[src/shared/odp_pkg.sv]
// Constants for the output divider, phase and buffer control block.
// Assumes one system clock and a classic Wishbone register slave.
package odp_pkg;

    // ------------------------------------------------------------
    // Sizes
    // ------------------------------------------------------------
    localparam int NDIV   = 8;
    localparam int NOUT   = 10;
    localparam int NRATIO = 26;

    // ------------------------------------------------------------
    // Register word indices (byte address = 4 * index)
    // ------------------------------------------------------------
    localparam logic [3:0] REG_OUT_LAST = 4'h9;
    localparam logic [3:0] REG_CTRL     = 4'hA;
    localparam logic [3:0] REG_STAT     = 4'hB;

    // Output register fields
    localparam int RS_LSB = 0;   // output_ratio_select, 5 bits
    localparam int PH_LSB = 5;   // coarse_phase_select, 7 bits
    localparam int DT_LSB = 12;  // driver type, 2 bits
    localparam int CN_LSB = 22;  // negative single-ended control
    localparam int CP_LSB = 24;  // positive single-ended control

    // Control register fields
    localparam int GO_BIT  = 0;
    localparam int SRC_LSB = 1;
    localparam int RT_BIT  = 3;
    localparam int ALT_BIT = 4;

    // Status register fields
    localparam int ST_BUSY = 0;
    localparam int ST_RHS  = 1;
    localparam int ST_HOLD = 2;
    localparam int ST_LVL  = 8;

    // Reset values and writable masks
    localparam logic [31:0] CFG_RST   = 32'h0000_0000;
    localparam logic [31:0] CTRL_RST  = 32'h0000_0000;
    localparam logic [31:0] CFG_MASK  = 32'h03C0_3FFF;
    localparam logic [31:0] CTRL_MASK = 32'h0000_001E;

    // Driver types
    localparam logic [1:0] DT_OFF  = 2'h0;
    localparam logic [1:0] DT_PECL = 2'h1;
    localparam logic [1:0] DT_LVDS = 2'h2;
    localparam logic [1:0] DT_CMOS = 2'h3;

    // Single-ended driver controls
    localparam logic [1:0] SE_ACT = 2'h0;
    localparam logic [1:0] SE_INV = 2'h1;
    localparam logic [1:0] SE_LOW = 2'h2;
    localparam logic [1:0] SE_HIZ = 2'h3;

    // Sync request sources
    localparam logic [1:0] SRC_SW  = 2'h0;
    localparam logic [1:0] SRC_PIN = 2'h1;
    localparam logic [1:0] SRC_RST = 2'h2;
    localparam logic [1:0] SRC_ANY = 2'h3;

    // Supported divide ratios, indexed by output_ratio_select
    localparam logic [6:0] RATIO_TBL [NRATIO] = '{
        7'h01, 7'h02, 7'h03, 7'h04, 7'h05, 7'h06, 7'h08, 7'h0A,
        7'h0C, 7'h10, 7'h12, 7'h14, 7'h18, 7'h1C, 7'h1E, 7'h20,
        7'h24, 7'h28, 7'h2A, 7'h30, 7'h32, 7'h38, 7'h3C, 7'h40,
        7'h46, 7'h50};

    typedef enum logic [2:0] {
        SY_IDLE = 3'b001,
        SY_ARM  = 3'b010,
        SY_HOLD = 3'b100
    } odp_sync_e;

endpackage

[src/logic/odp_top.sv]
// Output divider, coarse phase adjust, buffer mode and sync logic.
// Assumes the source clock arrives as a level synchronous to sys_clk_in
// and at most a quarter of its rate; registers over classic Wishbone.
`timescale 1ns/10ps
module odp_top (
    input  wire logic        sys_clk_in,
    input  wire logic        resetn_in,
    input  wire logic        src_clk_in,
    input  wire logic        sync_pin_in,
    input  wire logic        rst_hold_n_in,
    input  wire logic        nv_rh_sel_in,
    input  wire logic        wb_cyc_in,
    input  wire logic        wb_stb_in,
    input  wire logic        wb_we_in,
    input  wire logic [7:0]  wb_adr_in,
    input  wire logic [3:0]  wb_sel_in,
    input  wire logic [31:0] wb_dat_in,
    output logic      [31:0] wb_dat_out,
    output logic             wb_ack_out,
    output logic      [9:0]  clk_lvl_out,
    output logic      [9:0]  pecl_en_out,
    output logic      [9:0]  lvds_en_out,
    output logic      [9:0]  se_p_out,
    output logic      [9:0]  se_p_oe_out,
    output logic      [9:0]  se_n_out,
    output logic      [9:0]  se_n_oe_out,
    output logic             hold_active_out
);

    // ------------------------------------------------------------
    // Declarations
    // ------------------------------------------------------------
    logic [31:0]      cfg_ff [odp_pkg::NOUT];
    logic [31:0]      nxt_cfg [odp_pkg::NOUT];
    logic [31:0]      ctrl_ff;
    logic [31:0]      nxt_ctrl;
    logic             ack_ff;
    logic             nxt_ack;
    logic [31:0]      rdat_ff;
    logic [31:0]      nxt_rdat;
    logic             src_q_ff;
    logic             nxt_src_q;
    logic             pin_q_ff;
    logic             nxt_pin_q;
    logic             rhs_ff;
    logic             nxt_rhs;
    logic             hold_ff;
    logic             nxt_hold;
    odp_pkg::odp_sync_e sy_ff;
    odp_pkg::odp_sync_e nxt_sy;
    logic [6:0]       cnt_ff [odp_pkg::NDIV];
    logic [6:0]       nxt_cnt [odp_pkg::NDIV];
    logic             dlvl_ff [odp_pkg::NDIV];
    logic             nxt_dlvl [odp_pkg::NDIV];
    logic [6:0]       ratio [odp_pkg::NDIV];
    logic             wrap [odp_pkg::NDIV];
    logic             src_rise;
    logic             wr_hit;
    logic [31:0]      wmask;
    logic [3:0]       widx;
    logic             sw_go;
    logic             rst_req;
    logic             sync_req;
    logic             load_ph;
    logic             div_held;
    logic [31:0]      status;

    // ------------------------------------------------------------
    // Bus slave
    // ------------------------------------------------------------
    // Byte lane mask and decoded write strobe
    // Writes land at the edge the master samples ack, not earlier,
    // so a request dropped before its ack never changes state
    always_comb begin
        widx  = wb_adr_in[5:2];
        wmask = {{8{wb_sel_in[3]}}, {8{wb_sel_in[2]}},
                 {8{wb_sel_in[1]}}, {8{wb_sel_in[0]}}};
        wr_hit = wb_cyc_in & wb_stb_in & wb_we_in & ack_ff
                 & (wb_adr_in[7:6] == 2'h0);
        sw_go = wr_hit & (widx == odp_pkg::REG_CTRL)
                & wb_sel_in[0] & wb_dat_in[odp_pkg::GO_BIT];
    end

    // Status word: block state visible to software
    always_comb begin
        status = 32'h0000_0000;
        status[odp_pkg::ST_BUSY] = (sy_ff != odp_pkg::SY_IDLE);
        status[odp_pkg::ST_RHS]  = rhs_ff;
        status[odp_pkg::ST_HOLD] = hold_ff;
        status[odp_pkg::ST_LVL +: odp_pkg::NOUT] = clk_lvl_out;
    end

    // Ack one cycle after the request, dropped the cycle after
    always_comb begin
        nxt_ack  = wb_cyc_in & wb_stb_in & ~ack_ff;
        nxt_rdat = 32'h0000_0000;
        if (widx <= odp_pkg::REG_OUT_LAST && wb_adr_in[7:6] == 2'h0) begin
            nxt_rdat = cfg_ff[widx];
        end else if (widx == odp_pkg::REG_CTRL && wb_adr_in[7:6] == 2'h0) begin
            nxt_rdat = ctrl_ff;
        end else if (widx == odp_pkg::REG_STAT && wb_adr_in[7:6] == 2'h0) begin
            nxt_rdat = status;
        end
    end

    // Output configuration registers, one word per output
    always_comb begin
        for (int i = 0; i < odp_pkg::NOUT; i++) begin
            nxt_cfg[i] = cfg_ff[i];
            if (wr_hit && widx == 4'(i)) begin
                nxt_cfg[i] = ((cfg_ff[i] & ~wmask) | (wb_dat_in & wmask))
                             & odp_pkg::CFG_MASK;
            end
        end
    end

    // Control register; the go bit is a pulse and never stored
    always_comb begin
        nxt_ctrl = ctrl_ff;
        if (wr_hit && widx == odp_pkg::REG_CTRL) begin
            nxt_ctrl = ((ctrl_ff & ~wmask) | (wb_dat_in & wmask))
                       & odp_pkg::CTRL_MASK;
        end
    end

    always_ff @(posedge sys_clk_in) begin
        if (!resetn_in) begin
            for (int i = 0; i < odp_pkg::NOUT; i++) begin
                cfg_ff[i] <= odp_pkg::CFG_RST;
            end
            ctrl_ff <= odp_pkg::CTRL_RST;
            ack_ff  <= 1'b0;
            rdat_ff <= 32'h0000_0000;
        end else begin
            for (int i = 0; i < odp_pkg::NOUT; i++) begin
                cfg_ff[i] <= nxt_cfg[i];
            end
            ctrl_ff <= nxt_ctrl;
            ack_ff  <= nxt_ack;
            rdat_ff <= nxt_rdat;
        end
    end

    assign wb_ack_out = ack_ff;
    assign wb_dat_out = rdat_ff;

    // ------------------------------------------------------------
    // Source clock sampling and shared reset/hold pin
    // ------------------------------------------------------------
    // The nonvolatile select is caught while reset is held, so a
    // change on that strap during operation has no effect
    always_comb begin
        nxt_src_q = src_clk_in;
        nxt_pin_q = sync_pin_in;
        nxt_rhs   = resetn_in ? rhs_ff : nv_rh_sel_in;
        // Select high: shared pin is hold; low: reset
        nxt_hold  = rhs_ff & ~rst_hold_n_in;
        src_rise  = src_clk_in & ~src_q_ff;
        rst_req   = ~rhs_ff & ~rst_hold_n_in;
    end

    always_ff @(posedge sys_clk_in) begin
        if (!resetn_in) begin
            src_q_ff <= 1'b0;
            pin_q_ff <= 1'b0;
            hold_ff  <= 1'b0;
        end else begin
            src_q_ff <= nxt_src_q;
            pin_q_ff <= nxt_pin_q;
            hold_ff  <= nxt_hold;
        end
        rhs_ff <= nxt_rhs;
    end

    assign hold_active_out = hold_ff;

    // ------------------------------------------------------------
    // Divider synchronisation
    // ------------------------------------------------------------
    // Source select picks software, sync pin edge, reset pin or any
    always_comb begin
        case (ctrl_ff[odp_pkg::SRC_LSB +: 2])
            odp_pkg::SRC_SW:  sync_req = sw_go;
            odp_pkg::SRC_PIN: sync_req = sync_pin_in & ~pin_q_ff;
            odp_pkg::SRC_RST: sync_req = rst_req;
            default:          sync_req = sw_go | (sync_pin_in & ~pin_q_ff) | rst_req;
        endcase
    end

    // Arm waits for the retime edge: any source rise, or the wrap of
    // divider zero when retiming is selected. The arm and hold steps wait on
    // source edges, so a stopped source clock leaves the block busy.
    always_comb begin
        nxt_sy   = sy_ff;
        load_ph  = 1'b0;
        div_held = 1'b0;
        case (sy_ff)
            odp_pkg::SY_IDLE: begin
                if (sync_req) begin
                    nxt_sy = odp_pkg::SY_ARM;
                end
            end
            odp_pkg::SY_ARM: begin
                if (src_rise && (!ctrl_ff[odp_pkg::RT_BIT] || wrap[0])) begin
                    nxt_sy = odp_pkg::SY_HOLD;
                end
            end
            odp_pkg::SY_HOLD: begin
                div_held = 1'b1;
                if (src_rise && !(rst_req && sync_req)) begin
                    load_ph = 1'b1;
                    nxt_sy  = odp_pkg::SY_IDLE;
                end
            end
            default: begin
                nxt_sy = odp_pkg::SY_IDLE;
            end
        endcase
    end

    always_ff @(posedge sys_clk_in) begin
        if (!resetn_in) begin
            sy_ff <= odp_pkg::SY_IDLE;
        end else begin
            sy_ff <= nxt_sy;
        end
    end

    // ------------------------------------------------------------
    // Output dividers
    // ------------------------------------------------------------
    // Divider d is programmed by register d+1; out0 and out9 reuse
    // the first and last divider instead of having their own
    for (genvar d = 0; d < odp_pkg::NDIV; d++) begin : g_div
        logic [4:0] rsel;
        logic [6:0] ph;
        logic [6:0] half;
        always_comb begin
            rsel = cfg_ff[d + 1][odp_pkg::RS_LSB +: 5];
            // Codes past the table fall back to bypass
            ratio[d] = (rsel < 5'(odp_pkg::NRATIO)) ?
                       odp_pkg::RATIO_TBL[rsel] : odp_pkg::RATIO_TBL[0];
            // A phase at or past the ratio is out of range: use zero
            ph = cfg_ff[d + 1][odp_pkg::PH_LSB +: 7];
            if (ph >= ratio[d]) begin
                ph = 7'h00;
            end
            half    = ratio[d] >> 1;
            wrap[d] = (cnt_ff[d] == ratio[d] - 7'h01);
            nxt_cnt[d]  = cnt_ff[d];
            nxt_dlvl[d] = dlvl_ff[d];
            if (load_ph) begin
                // Same source edge for every divider
                nxt_cnt[d] = ph;
            end else if (div_held) begin
                nxt_cnt[d] = 7'h00;
            end else if (src_rise) begin
                // One step per source cycle: 360/ratio degrees
                nxt_cnt[d] = wrap[d] ? 7'h00 : cnt_ff[d] + 7'h01;
            end
            if (ratio[d] == 7'h01) begin
                // Bypass: the counter plays no part
                nxt_dlvl[d] = src_clk_in;
            end else if (div_held) begin
                nxt_dlvl[d] = 1'b0;
            end else if (load_ph || src_rise) begin
                // Ratio two: phase 0 or 1 gives 0 or 180 degrees
                nxt_dlvl[d] = (nxt_cnt[d] < half);
            end
        end
        always_ff @(posedge sys_clk_in) begin
            if (!resetn_in) begin
                cnt_ff[d]  <= 7'h00;
                dlvl_ff[d] <= 1'b0;
            end else begin
                cnt_ff[d]  <= nxt_cnt[d];
                dlvl_ff[d] <= nxt_dlvl[d];
            end
        end
    end

    // ------------------------------------------------------------
    // Output buffers
    // ------------------------------------------------------------
    // Each output gets a divider level plus a driver selection; the
    // enables are exclusive by the type encoding
    for (genvar k = 0; k < odp_pkg::NOUT; k++) begin : g_out
        localparam int DIX = (k == 0) ? 0 : ((k == 9) ? 7 : k - 1);
        logic [1:0] dtyp;
        logic [1:0] cn;
        logic [1:0] cp;
        logic       lvl;
        logic       lvl_ff;
        logic       pe_ff;
        logic       le_ff;
        logic       sp_ff;
        logic       spo_ff;
        logic       sn_ff;
        logic       sno_ff;
        logic       nxt_lvl;
        logic       nxt_pe;
        logic       nxt_le;
        logic       nxt_sp;
        logic       nxt_spo;
        logic       nxt_sn;
        logic       nxt_sno;
        always_comb begin
            lvl     = dlvl_ff[DIX];
            dtyp    = cfg_ff[k][odp_pkg::DT_LSB +: 2];
            cn      = cfg_ff[k][odp_pkg::CN_LSB +: 2];
            cp      = cfg_ff[k][odp_pkg::CP_LSB +: 2];
            nxt_lvl = lvl;
            nxt_pe  = (dtyp == odp_pkg::DT_PECL);
            nxt_le  = (dtyp == odp_pkg::DT_LVDS);
            nxt_sp  = 1'b0;
            nxt_spo = 1'b0;
            nxt_sn  = 1'b0;
            nxt_sno = 1'b0;
            if (dtyp == odp_pkg::DT_CMOS) begin
                if (ctrl_ff[odp_pkg::ALT_BIT]) begin
                    // Alternate mode ignores both control pairs: each pin drives the level
                    nxt_sp  = lvl;
                    nxt_spo = 1'b1;
                    nxt_sn  = lvl;
                    nxt_sno = 1'b1;
                end else begin
                    // Each pin set by its own control pair; the high-impedance code turns it off
                    nxt_spo = (cp != odp_pkg::SE_HIZ);
                    nxt_sp  = (cp == odp_pkg::SE_ACT) ? lvl :
                              ((cp == odp_pkg::SE_INV) ? ~lvl : 1'b0);
                    nxt_sno = (cn != odp_pkg::SE_HIZ);
                    nxt_sn  = (cn == odp_pkg::SE_ACT) ? lvl :
                              ((cn == odp_pkg::SE_INV) ? ~lvl : 1'b0);
                end
            end
        end
        always_ff @(posedge sys_clk_in) begin
            if (!resetn_in) begin
                lvl_ff <= 1'b0;
                pe_ff  <= 1'b0;
                le_ff  <= 1'b0;
                sp_ff  <= 1'b0;
                spo_ff <= 1'b0;
                sn_ff  <= 1'b0;
                sno_ff <= 1'b0;
            end else begin
                lvl_ff <= nxt_lvl;
                pe_ff  <= nxt_pe;
                le_ff  <= nxt_le;
                sp_ff  <= nxt_sp;
                spo_ff <= nxt_spo;
                sn_ff  <= nxt_sn;
                sno_ff <= nxt_sno;
            end
        end
        assign clk_lvl_out[k] = lvl_ff;
        assign pecl_en_out[k] = pe_ff;
        assign lvds_en_out[k] = le_ff;
        assign se_p_out[k]    = sp_ff;
        assign se_p_oe_out[k] = spo_ff;
        assign se_n_out[k]    = sn_ff;
        assign se_n_oe_out[k] = sno_ff;
    end

endmodule

[config.mk]
export PLATFORM = sky130hd
export DESIGN_NAME = odp_top
export DESIGN_NICKNAME = d
export VERILOG_FILES = /design/src/shared/odp_pkg.sv /design/src/logic/odp_top.sv
export SDC_FILE = /design/constraint.sdc
export NUM_CORES = 1
export LEC_CHECK = 0
export BUFFER_PORTS_ARGS = -buffer_cell sky130_fd_sc_hd__clkbuf_2
export CAP_MARGIN = 10
export CORE_MARGIN = 5
export CORE_UTILIZATION = 60
export CTS_BUF_LIST = sky130_fd_sc_hd__clkbuf_8
export CTS_CLUSTER_DIAMETER = 30
export CTS_CLUSTER_SIZE = 14
export DETAILED_ROUTE_END_ITERATION = 7
export PLACE_DENSITY = 0.79
export SLEW_MARGIN = 10
export SYNTH_ARGS = -nofsm -noshare
export SYNTH_HDL_FRONTEND = slang
export SYNTH_SLANG_ARGS = --single-unit
export TNS_END_PERCENT = 100
[constraint.sdc]
create_clock -name sys_clk_in -period 5.34 [get_ports sys_clk_in]
set_input_delay 1.068 -clock sys_clk_in [delete_from_list [all_inputs] [get_ports sys_clk_in]]
set_output_delay 1.068 -clock sys_clk_in [all_outputs]
set_load 0.01 [all_outputs]
Yosys cells after proc, flatten, opt, wreduce, memory -nomap -nowiden
Memory sizes are Yosys's and may differ from the RTL's.
Cells that the tools add are included.
{"block": "op_classes", "addsub": 16, "magnitude_cmp": 33, "eq_ne": 106, "n_mux": 217, "bitwise_logic": 85, "n_reduce_logical": 55}
{"operator": "$mux W32", "n": 21}
{"operator": "$mux W7", "n": 72}
{"operator": "$and A26 B26 Y26", "n": 11}
{"operator": "$or A26 B26 Y26", "n": 10}
{"operator": "$mux W1", "n": 117}
{"operator": "$eq A2 B1 Y1 const B", "n": 31}
{"operator": "$add A7 B1 Y7 const B", "n": 8}
{"operator": "$eq A7 B1 Y1 const B", "n": 8}
{"operator": "$eq A7 B7 Y1", "n": 8}
{"operator": "$ge A7 B7 Y1", "n": 8}
{"operator": "$lt A7 B6 Y1", "n": 8}
{"operator": "$sub A7 B1 Y7 const B", "n": 8}
{"operator": "$ge A6 B6 Y1 const B", "n": 8}
{"operator": "$not A5 Y6", "n": 8}
{"operator": "$ne A2 B2 Y1 const B", "n": 23}
{"operator": "$logic_not A2 Y1", "n": 22}
{"operator": "$eq A2 B2 Y1 const B", "n": 21}
{"operator": "$lt A5 B5 Y1 const B", "n": 8}
{"operator": "$mux W18", "n": 2}
{"operator": "$or A1 B1 Y1", "n": 28}
{"operator": "$not A26 Y26", "n": 1}
{"operator": "$reduce_and A2 Y1", "n": 10}
{"operator": "$logic_and A1 B1 Y1", "n": 17}
{"operator": "$eq A4 B3 Y1 const B", "n": 4}
{"operator": "19 further kinds", "n": 50}
{"block": "word_totals", "reg_bits": 112, "mem_bits_rw": 384, "rom_bits": 1792, "inputBits": 53, "wordCells": 599, "mem_count": 11}
{"memory": "cfg_ff", "words": 10, "width": 32, "read_ports": 11, "rd_clocked_by_memory_dff": 0, "wr": 10, "line": "odp_top.sv:33", "source": "logic [31:0] cfg_ff [odp_pkg::NOUT];"}
{"memory": "(name not given)", "words": 32, "width": 7, "read_ports": 1, "rd_clocked_by_memory_dff": 0, "wr": 0, "line": "odp_top.sv:242", "source": "odp_pkg::RATIO_TBL[rsel] : odp_pkg::RATIO_TBL[0];"}
{"memory": "(name not given)", "words": 32, "width": 7, "read_ports": 1, "rd_clocked_by_memory_dff": 0, "wr": 0, "line": "odp_top.sv:242"}
{"memory": "(name not given)", "words": 32, "width": 7, "read_ports": 1, "rd_clocked_by_memory_dff": 0, "wr": 0, "line": "odp_top.sv:242"}
{"memory": "(name not given)", "words": 32, "width": 7, "read_ports": 1, "rd_clocked_by_memory_dff": 0, "wr": 0, "line": "odp_top.sv:242"}
{"memory": "(name not given)", "words": 32, "width": 7, "read_ports": 1, "rd_clocked_by_memory_dff": 0, "wr": 0, "line": "odp_top.sv:242"}
{"memory": "5 more memories"}

Longest topological paths before layout
Gate-level depths: netlist (run 1).
{"block": "depth", "ltp_word": 21, "mapped_depth": 23, "depth_no_buf": 22}

Worst setup path before layout (run 1)
Ideal clock, no wire load.
{"block": "synth_timing", "path_kind": "register to register", "start": "register with a tool-made name", "end": "memory dlvl_ff[4][0], in the netlist dlvl_ff[1][0] (data pin)", "t_arrival_ns": 4.201, "required_time_ns": 5.207, "slack_ns": 1.007, "stages_incl_launch_ff": 22, "synth_period_minus_slack_ns": 4.333, "cell_sequence": "dfxtp_1 > clkbuf_1 > inv_1 > ha_1 > mux2i_1 > o21ai_0 > a32oi_1 > ha_1 > inv_1 > or2_2 > a21oi_1 > nor3_1 > o221a_2 > buf_2 > o32ai_1 > ha_1 > or4_1 > nand3_1 > a21oi_1 > o41ai_1 > a21o_1 > o41a_1"}
{"item": "to (decl)", "line": "odp_top.sv:53", "source": "logic dlvl_ff [odp_pkg::NDIV];"}

==> run_results.csv, run 1 <==
group,metric,value,unit
status,status,"finished, final reports clean",
sta,number_of_max_slew_violations_in_the_final_report,0,
pwr,p_leak,9.84,nW
clock_tree,cts.path.max_buffers,3,
clock_tree,clkSinkCount,345,
logic_synthesis,synth.most_common_cell,"sky130_fd_sc_hd__nand2_1",
sta,setup_repair_after_global_routing_missed_its_margin,"false",
drt,post_drt_via_cell_ratio,6.41,
placement,dpl.hpwl,49300,um
clock_tree,clock-root-buffer,"sky130_fd_sc_hd__clkbuf_8",
pwr,vdd.ir_drop.worst,0.000251,V
clock_tree,post_cts_setup_driven_buffer_insertion_count,0,
logic_synthesis,synth_area_leaders,"sky130_fd_sc_hd__dfxtp_1, sky130_fd_sc_hd__ha_1, sky130_fd_sc_hd__nand2_1, sky130_fd_sc_hd__a21oi_1, sky130_fd_sc_hd__mux4_2",
sta,max_slew.worst_pin.slew,1.12,ns
sta,final.min_clock_period,4.85,ns
pwr,part_of_the_power_in_registers,0.411,
global_routing,grt_overflow,0,
logic_synthesis,post_synth.cell_area_avg,8.25,um2
layout,fillerInstances,3047,
floorplan,die_h,205,um
critical_path,worstSetupStartpointType,"flop",
drt,firstDrtPassIters,6,
critical_path,worst_ep_arrival_time,5.32,ns
clock_tree,tritoncts,"built",
floorplan,floorplan.core_area,0.0376,mm2
logic_synthesis,ys_dominant_reg_cell,"sky130_fd_sc_hd__dfxtp_1",
critical_path,crit_path_top_delay_cell,"sky130_fd_sc_hd__dfxtp_1",
logic_synthesis,syn-instance-count,2759,
min_path,path_class_of_the_lowest_slack_min_delay_path,"flop to flop",
logic_synthesis,netlist.top_cell.by_area,"sky130_fd_sc_hd__dfxtp_1",
logic_synthesis,synth.distinct_cells,107,
global_routing,track_usage,0.314,
pwr,internal_power,4.74,mW
sta,hold_viol,0,
logic_synthesis,post_synth_edffs,2,
clock_tree,tritoncts.num_buffers,74,
layout,nets,2967,
pwr,comb_power_share,0.054,
sta,final_period_utilization,0.908,
floorplan,x_dimension_of_the_die,205,um
layout,post_route_cells_drive_above_1_share,0.147,
pwr,clkPwrFrac,0.534,
pwr,power_switching,1.64,mW
drt,post-route-drc-count,0,
placement,place.gp.congestion,0.982,
layout,diode_count,0,
drt,drt-initial-drc-count,2312,
layout,fin_util,0.663,
floorplan,start_util,0.606,
floorplan,design.die.area,0.0419,mm2
pwr,powerDensity,256,mW/mm2
global_routing,grt_antenna_before_repair,0,
global_routing,largest_net_degree_at_the_start_of_global_routing,107,
drt,drt-total-wl,68200,um
floorplan,core.rowCount,71,
flow_run,max-cap-violations,0,
critical_path,critical_path_required,5.81,ns
drt,drt-wirelength-per-cell,20.5,um
clock_tree,worst_setup_hold_path_clk_slew,0.06,ns
sta,worst_clock_skew,0.0348,ns
logic_synthesis,synth_top_cells_by_count,"sky130_fd_sc_hd__nand2_1, sky130_fd_sc_hd__dfxtp_1, sky130_fd_sc_hd__a21oi_1, sky130_fd_sc_hd__ha_1, sky130_fd_sc_hd__nor2_1",
logic_synthesis,synth_async_sr_flop_share,0,
logic_synthesis,synth_top_area_frac,0.302,
logic_synthesis,post_synth_instance_area,0.0228,mm2
global_routing,grt_first_pass_wirelength,107000,um
sta,max_slew_margin,0.255,
logic_synthesis,ys_seq_area_frac,0.304,
sta,maxClockFrequency,206,MHz
global_routing,first_global_vias,20400,
sta,tns,0,ns
sta,hold-worst-slack,0.455,ns
drt,antenna_violating_nets_post_route,0,
critical_path,crit_path_cell_trace,"inv_1 -> ha_1 -> mux2i_1 -> o21ai_0 -> a32oi_1 -> ha_1 -> inv_1 -> or2_2 -> a21oi_1 -> nor3_1 -> o221a_2 -> o32ai_1 -> ha_1 -> or4_1 -> nand3_1 -> a21oi_1 -> o41ai_1 -> a21o_1 -> o41a_1",
sta,timing.final.setup_violations,0,
pwr,p_sw_frac,0.257,
critical_path,critPathKind,"flop to flop",
critical_path,crit_family,"compound AO/OA/AOI/OAI gates",
floorplan,pin_count,157,
critical_path,crit_top_cell,"sky130_fd_sc_hd__ha_1",
critical_path,critPathBufInv,2,
critical_path,worstPathMaxFanout,13,
critical_path,worstSetupEndpointType,"flop",
clock_tree,clock_insertion_delay_worst_skew,0.63,ns
drt,detailroute.via_count,21300,
critical_path,crit_path_max_incr_delay,0.55,ns
logic_synthesis,yosysWarningCount,0,
clock_tree,cts_max_level,3,
layout,flow.area_growth_from_synthesis,9.44,%
placement,port_buffers,130,
logic_synthesis,number_of_register_bits_inferred_by_synthesis,345,
cells by family after synthesis:
family / Yosys count / synth area share
AND/OR/NAND/NOR: 1034 / 0.220
buffers and inverters: 346 / 0.0734
other: 1 / 0.000165
multiplexers: 140 / 0.0855
flip-flops: 345 / 0.304
adder cells (fa/ha/maj): 160 / 0.0880
AO/OA/AOI/OAI: 628 / 0.188
XOR/XNOR: 105 / 0.0410
cell type report:
type | count | area, um2 | share of cell area
multi-input cells | 2077 | 14200 | 0.571
flip-flops and latches | 345 | 6930 | 0.278
clock buffers | 81 | 1110 | 0.0448
repair buffers | 175 | 1020 | 0.0408
clock inverters | 55 | 674 | 0.0271
well taps | 511 | 639 | 0.0257
inverters | 81 | 309 | 0.0124
path summary, 6_finish.rpt:
path / start / end / slack [ns] / depth (start not counted)
worst max-delay path: flop / dlvl_ff[1][0]$_DFFE_PP_ / 0.49 / 19
worst max register to register: flop / dlvl_ff[1][0]$_DFFE_PP_ / 0.49 / 19
worst min-delay path: flop / flop / 0.45 / 2
worst min register to register: flop / flop / 0.45 / 2
what timing repair did:
action | in CTS | in global routing
setup endpoints to repair | 0 | 1
resized for setup | 0 | 1
hold buffers | 0 | 0
power by group through the flow:
stage	sequential (mW)	combinational, mW	clock [mW]
detailed placement	2.68	0.333	0
finish	2.62	0.348	3.41
CTS	2.62	0.336	3.43
global placement	2.68	0.328	0
global route	2.62	0.366	3.56
floorplan	2.66	0.236	0
worst register-to-register path, stage by stage, from the launching register on:
cell	delay [ns]
sky130_fd_sc_hd__dfxtp_1	0.55
sky130_fd_sc_hd__inv_1	0.15
sky130_fd_sc_hd__ha_1	0.36
sky130_fd_sc_hd__mux2i_1	0.18
sky130_fd_sc_hd__o21ai_0	0.10
sky130_fd_sc_hd__a32oi_1	0.40
sky130_fd_sc_hd__ha_1	0.27
sky130_fd_sc_hd__inv_1	0.07
sky130_fd_sc_hd__or2_2	0.33
sky130_fd_sc_hd__a21oi_1	0.15
sky130_fd_sc_hd__nor3_1	0.06
sky130_fd_sc_hd__o221a_2	0.40
sky130_fd_sc_hd__o32ai_1	0.34
sky130_fd_sc_hd__ha_1	0.29
sky130_fd_sc_hd__or4_1	0.51
sky130_fd_sc_hd__nand3_1	0.10
sky130_fd_sc_hd__a21oi_1	0.06
sky130_fd_sc_hd__o41ai_1	0.08
sky130_fd_sc_hd__a21o_1	0.17
sky130_fd_sc_hd__o41a_1	0.14
cell usage in the layout, fill, tap and decap left out, types with 11 or more instances in the layout:
cell type | Yosys | final
sky130_fd_sc_hd__a31oi_1 | 33 | 33
sky130_fd_sc_hd__nand4_1 | 29 | 29
sky130_fd_sc_hd__o21a_1 | 20 | 20
sky130_fd_sc_hd__a21o_1 | 21 | 21
sky130_fd_sc_hd__clkbuf_8 | 0 | 81
sky130_fd_sc_hd__mux4_2 | 42 | 42
sky130_fd_sc_hd__or2_2 | 12 | 12
sky130_fd_sc_hd__o211ai_1 | 14 | 14
sky130_fd_sc_hd__o32ai_1 | 13 | 13
sky130_fd_sc_hd__o21ai_0 | 71 | 71
sky130_fd_sc_hd__inv_1 | 79 | 85
sky130_fd_sc_hd__nor2b_1 | 51 | 50
sky130_fd_sc_hd__bufinv_16 | 0 | 12
sky130_fd_sc_hd__dfxtp_1 | 343 | 343
sky130_fd_sc_hd__nor2_1 | 157 | 157
sky130_fd_sc_hd__clkinvlp_4 | 0 | 14
sky130_fd_sc_hd__buf_4 | 81 | 44
sky130_fd_sc_hd__nor3b_1 | 24 | 23
sky130_fd_sc_hd__mux2i_1 | 85 | 85
sky130_fd_sc_hd__and3_1 | 11 | 11
sky130_fd_sc_hd__a22o_1 | 21 | 21
sky130_fd_sc_hd__nand2_1 | 430 | 430
sky130_fd_sc_hd__ha_1 | 160 | 160
sky130_fd_sc_hd__clkbuf_2 | 2 | 129
sky130_fd_sc_hd__a211oi_1 | 30 | 29
sky130_fd_sc_hd__nand2b_1 | 30 | 30
sky130_fd_sc_hd__mux2_2 | 12 | 12
sky130_fd_sc_hd__xnor2_1 | 65 | 65
sky130_fd_sc_hd__nor4_1 | 15 | 14
sky130_fd_sc_hd__xor2_1 | 39 | 39
sky130_fd_sc_hd__a21oi_1 | 232 | 232
sky130_fd_sc_hd__a32o_1 | 32 | 32
sky130_fd_sc_hd__o31ai_1 | 20 | 20
sky130_fd_sc_hd__and2_1 | 36 | 36
sky130_fd_sc_hd__nor3_1 | 19 | 17
sky130_fd_sc_hd__nand3_1 | 145 | 145
metal layers:
layer	wire length (um)	up-vias	GRT usage	part of all wire
met5	0	-	0	0
met4	3270	0	0.151	0.048
met3	6860	220	0.0625	0.10
met2	31500	1161	0.513	0.46
met1	26500	10100	0.399	0.39
li1	-	9798	-	-
stage by stage:
stage                     total power, mW  worst slack, ns  instances  area (um2)
after floorplan                      2.90             1.01       2768       22800
after global placement               3.00            0.325       3189       23100
after detailed placement             3.01            0.262       3189       23100
after CTS                            6.38            0.314       3325       24900
after global routing                 6.55            0.167       3325       24900
final                                6.38            0.489       3325       24900
Power figures use the tool's default switching activity.
==> run 2: changes to the inputs <==
--- a/config.mk
+++ b/config.mk
@@ -7,2 +7,3 @@
 export LEC_CHECK = 0
+export ABC_AREA = 1
 export BUFFER_PORTS_ARGS = -buffer_cell sky130_fd_sc_hd__clkbuf_2
==> constraint.sdc (replaced) <==
create_clock -name sys_clk_in -period 5.34 [get_ports sys_clk_in]
set_input_delay 0.534 -clock sys_clk_in [delete_from_list [all_inputs] [get_ports sys_clk_in]]
set_output_delay 0.534 -clock sys_clk_in [all_outputs]
set_load 0.01 [all_outputs]
==> run 2 against run 1 <==
Synthesized cell count up 17%. Via count is 4.1% higher. Final area shrank 4.0%. Combinational power up 2%. Wire length up 4.1%. Die area decreased by 3.6%. Area after synthesis is 3.8% lower. Critical endpoint is now dlvl_ff[0][2]$_DFF_P_. Largest power group unchanged. Highest routed layer is now met5.
==> run_results.csv, run 2 <==
group,metric,value,unit
status,status,"finished, final reports clean",
layout,post_route_cells_drive_above_1_share,0.113,
sta,maxClockFrequency,242,MHz
logic_synthesis,syn-instance-count,3221,
floorplan,die_h,201,um
logic_synthesis,yosysWarningCount,0,
sta,hold_viol,0,
pwr,finalPower,6.16,mW
drt,post-route-drc-count,0,
pwr,vdd.ir_drop.worst,0.000259,V
pwr,p_leak,11.0,nW
critical_path,critical_path_required,5.89,ns
drt,detailroute.via_count,22200,
logic_synthesis,post_synth_edffs,2,
critical_path,worstPathMaxFanout,7,
logic_synthesis,ys_seq_area_frac,0.316,
logic_synthesis,synth.most_common_cell,"sky130_fd_sc_hd__nand2_1",
clock_tree,post_cts_setup_driven_buffer_insertion_count,0,
clock_tree,clkSinkCount,345,
drt,drt-wirelength-per-cell,18.7,um
global_routing,grt_antenna_before_repair,3,
critical_path,worstRegToRegCells,30,
min_path,path_class_of_the_lowest_slack_min_delay_path,"input port to flop",
logic_synthesis,post_synth.cell_area_avg,6.80,um2
critical_path,crit_path_max_incr_delay,0.46,ns
clock_tree,clock_insertion_delay_worst_skew,0.64,ns
sta,tns,0,ns
clock_tree,ctsHoldBuffers,0,
clock_tree,number_of_gates_resized_after_cts,0,
logic_synthesis,synth_area_leaders,"sky130_fd_sc_hd__dfxtp_1, sky130_fd_sc_hd__nand2_1, sky130_fd_sc_hd__ha_1, sky130_fd_sc_hd__a21oi_1, sky130_fd_sc_hd__o21ai_0",
drt,drt-initial-drc-count,2377,
critical_path,setup.worst_path.end,"dlvl_ff[0][2]$_DFF_P_",
placement,port_buffers,130,
global_routing,grt_first_pass_wirelength,110000,um
logic_synthesis,number_of_register_bits_inferred_by_synthesis,345,
floorplan,pin_count,157,
sta,setup_repair_after_global_routing_missed_its_margin,"false",
logic_synthesis,ys_dominant_reg_cell,"sky130_fd_sc_hd__dfxtp_1",
flow_run,max-cap-violations,0,
drt,antenna_violating_nets_post_route,0,
critical_path,worst_ep_arrival_time,4.68,ns
floorplan,floorplan.core_area,0.0363,mm2
layout,final_common_cell,"sky130_fd_sc_hd__nand2_1",
drt,post_drt_via_cell_ratio,5.84,
sta,final.min_clock_period,4.14,ns
floorplan,core.rowCount,70,
drt,drt-total-wl,71000,um
critical_path,critPathKind,"flop to flop",
clock_tree,clock-root-buffer,"sky130_fd_sc_hd__clkbuf_8",
global_routing,track_usage,0.336,
drt,firstDrtPassIters,7,
logic_synthesis,synth_top_area_frac,0.314,
logic_synthesis,netlist.top_cell.by_area,"sky130_fd_sc_hd__dfxtp_1",
clock_tree,cts_max_level,3,
logic_synthesis,synth_async_sr_flop_share,0,
floorplan,start_util,0.602,
placement,place.gp.congestion,0.971,
logic_synthesis,synth_top_cells_by_count,"sky130_fd_sc_hd__nand2_1, sky130_fd_sc_hd__inv_1, sky130_fd_sc_hd__dfxtp_1, sky130_fd_sc_hd__nor2_1, sky130_fd_sc_hd__a21oi_1",
sta,worst_clock_skew,0.0340,ns
pwr,powerDensity,258,mW/mm2
critical_path,rrSetupSlack,1.20,ns
clock_tree,tritoncts,"built",
critical_path,worstSetupEndpointType,"flop",
critical_path,worstSetupStartpointType,"flop",
sta,max_slew.worst_pin.slew,1.16,ns
critical_path,crit_path_top_delay_cell,"sky130_fd_sc_hd__dfxtp_1",
sta,final_period_utilization,0.775,
sta,timing.final.setup_violations,0,
global_routing,largest_net_degree_at_the_start_of_global_routing,101,
layout,nets,3476,
sta,number_of_max_slew_violations_in_the_final_report,0,
clock_tree,cts.path.max_buffers,3,
critical_path,crit_top_cell,"sky130_fd_sc_hd__nand2_1",
layout,flow.area_growth_from_synthesis,9.20,%
global_routing,first_global_vias,20700,
global_routing,grt_overflow,0,
critical_path,r2r_end,"dlvl_ff[0][2]$_DFF_P_",
layout,final_cell_mix,"sky130_fd_sc_hd__nand2_1, sky130_fd_sc_hd__inv_1, sky130_fd_sc_hd__dfxtp_1",
clock_tree,worst_setup_hold_path_clk_slew,0.07,ns
placement,dpl.hpwl,52300,um
layout,fin_util,0.658,
floorplan,x_dimension_of_the_die,201,um
logic_synthesis,synth.distinct_cells,60,
floorplan,design.die.area,0.0404,mm2
clock_tree,tritoncts.num_buffers,77,
sta,max_slew_margin,0.220,
logic_synthesis,post_synth_instance_area,0.0219,mm2
-- run 2: cell count changes in the layout (fill, tap and decap cells not counted), sizes merged, moves of 42 or more --
cell / before / now
a21oi: 232 / 313
nand2: 430 / 634
nand3: 145 / 193
nor2b: 52 / 0
o21ai: 75 / 306
mux2i: 85 / 0
xnor2: 65 / 15
mux4: 42 / 0
nor2: 157 / 347
inv: 95 / 415
-- run 2: cell type report --
cell class,count,area [um2]
clock inverter,55,523
multi-input combinational,2288,12400
fill,3239,12400
antenna,3,7.51
timing repair buffer,149,796
clock buffer,85,1170
tap,468,586
inverter,402,1520
sequential,345,6930
-- run 2: worst min path at each step --
stage,start,to,slack [ns],cells after the start
6_report,nv_rh_sel_in,rhs_ff$_DFFE_PN_,0.13,1
5_1_grt,nv_rh_sel_in,rhs_ff$_DFFE_PN_,0.09,1
4_1_cts,nv_rh_sel_in,rhs_ff$_DFFE_PN_,0.1,1
3_5_place_dp,g_out[6].lvl_ff$_SDFF_PN0_,wb_dat_out[14]$_SDFF_PP0_,0.42,2
3_3_place_gp,g_out[7].lvl_ff$_SDFF_PN0_,wb_dat_out[15]$_SDFF_PP0_,0.43,2
2_1_floorplan,g_out[6].lvl_ff$_SDFF_PN0_,wb_dat_out[14]$_SDFF_PP0_,0.41,2
-- run 2: report_power, final --
part / leakage, nW / internal [mW] / total, mW / switching, mW
Sequential: 2.79 / 2.60 / 2.62 / 0.0228
Clock: 0.856 / 1.79 / 3.19 / 1.40
Combinational: 7.35 / 0.0859 / 0.356 / 0.270
Total: 11.0 / 4.47 / 6.16 / 1.70
-- run 2: critical path: cells and delay by family, from the launching register on --
| kind | cells | cell delay, ns |
|---|---|---|
| compound gates | 3 | 0.41 |
| fa+ha+maj | 3 | 0.92 |
| buf+inv | 5 | 0.46 |
| flops | 1 | 0.46 |
| simple gates | 19 | 1.82 |
-- run 2: logic make-up after synthesis --
| logic type | synth area share |
|---|---|
| AOI/OAI and AO/OA | 0.195 |
| buffers and inverters | 0.120 |
| xor gates and xnor gates | 0.0269 |
| adders and majority gates | 0.0914 |
| other | 0.000171 |
| and+or+nand+nor | 0.251 |
| DFF | 0.316 |
-- run 2: routing by layer --
metal  track usage  up-vias  wire length, um
li1              -    10700                -
met1         0.441    10000            27900
met2         0.520     1171            30900
met3        0.0674      268             7830
met4         0.184        4             4290
met5             0        -               31
-- run 2: through the flow --
| stage | std cells | setup WS, ns | instance area [um2] | hold WS, ns |
|---|---|---|---|---|
| CTS | 3792 | 1.31 | 23900 | 0.0959 |
| finish | 3795 | 1.20 | 23900 | 0.126 |
| global placement | 3652 | 1.43 | 22200 | 0.427 |
| global route | 3792 | 0.818 | 23900 | 0.0897 |
| floorplan | 3230 | 2.00 | 21900 | 0.409 |
| detailed placement | 3652 | 1.36 | 22200 | 0.420 |
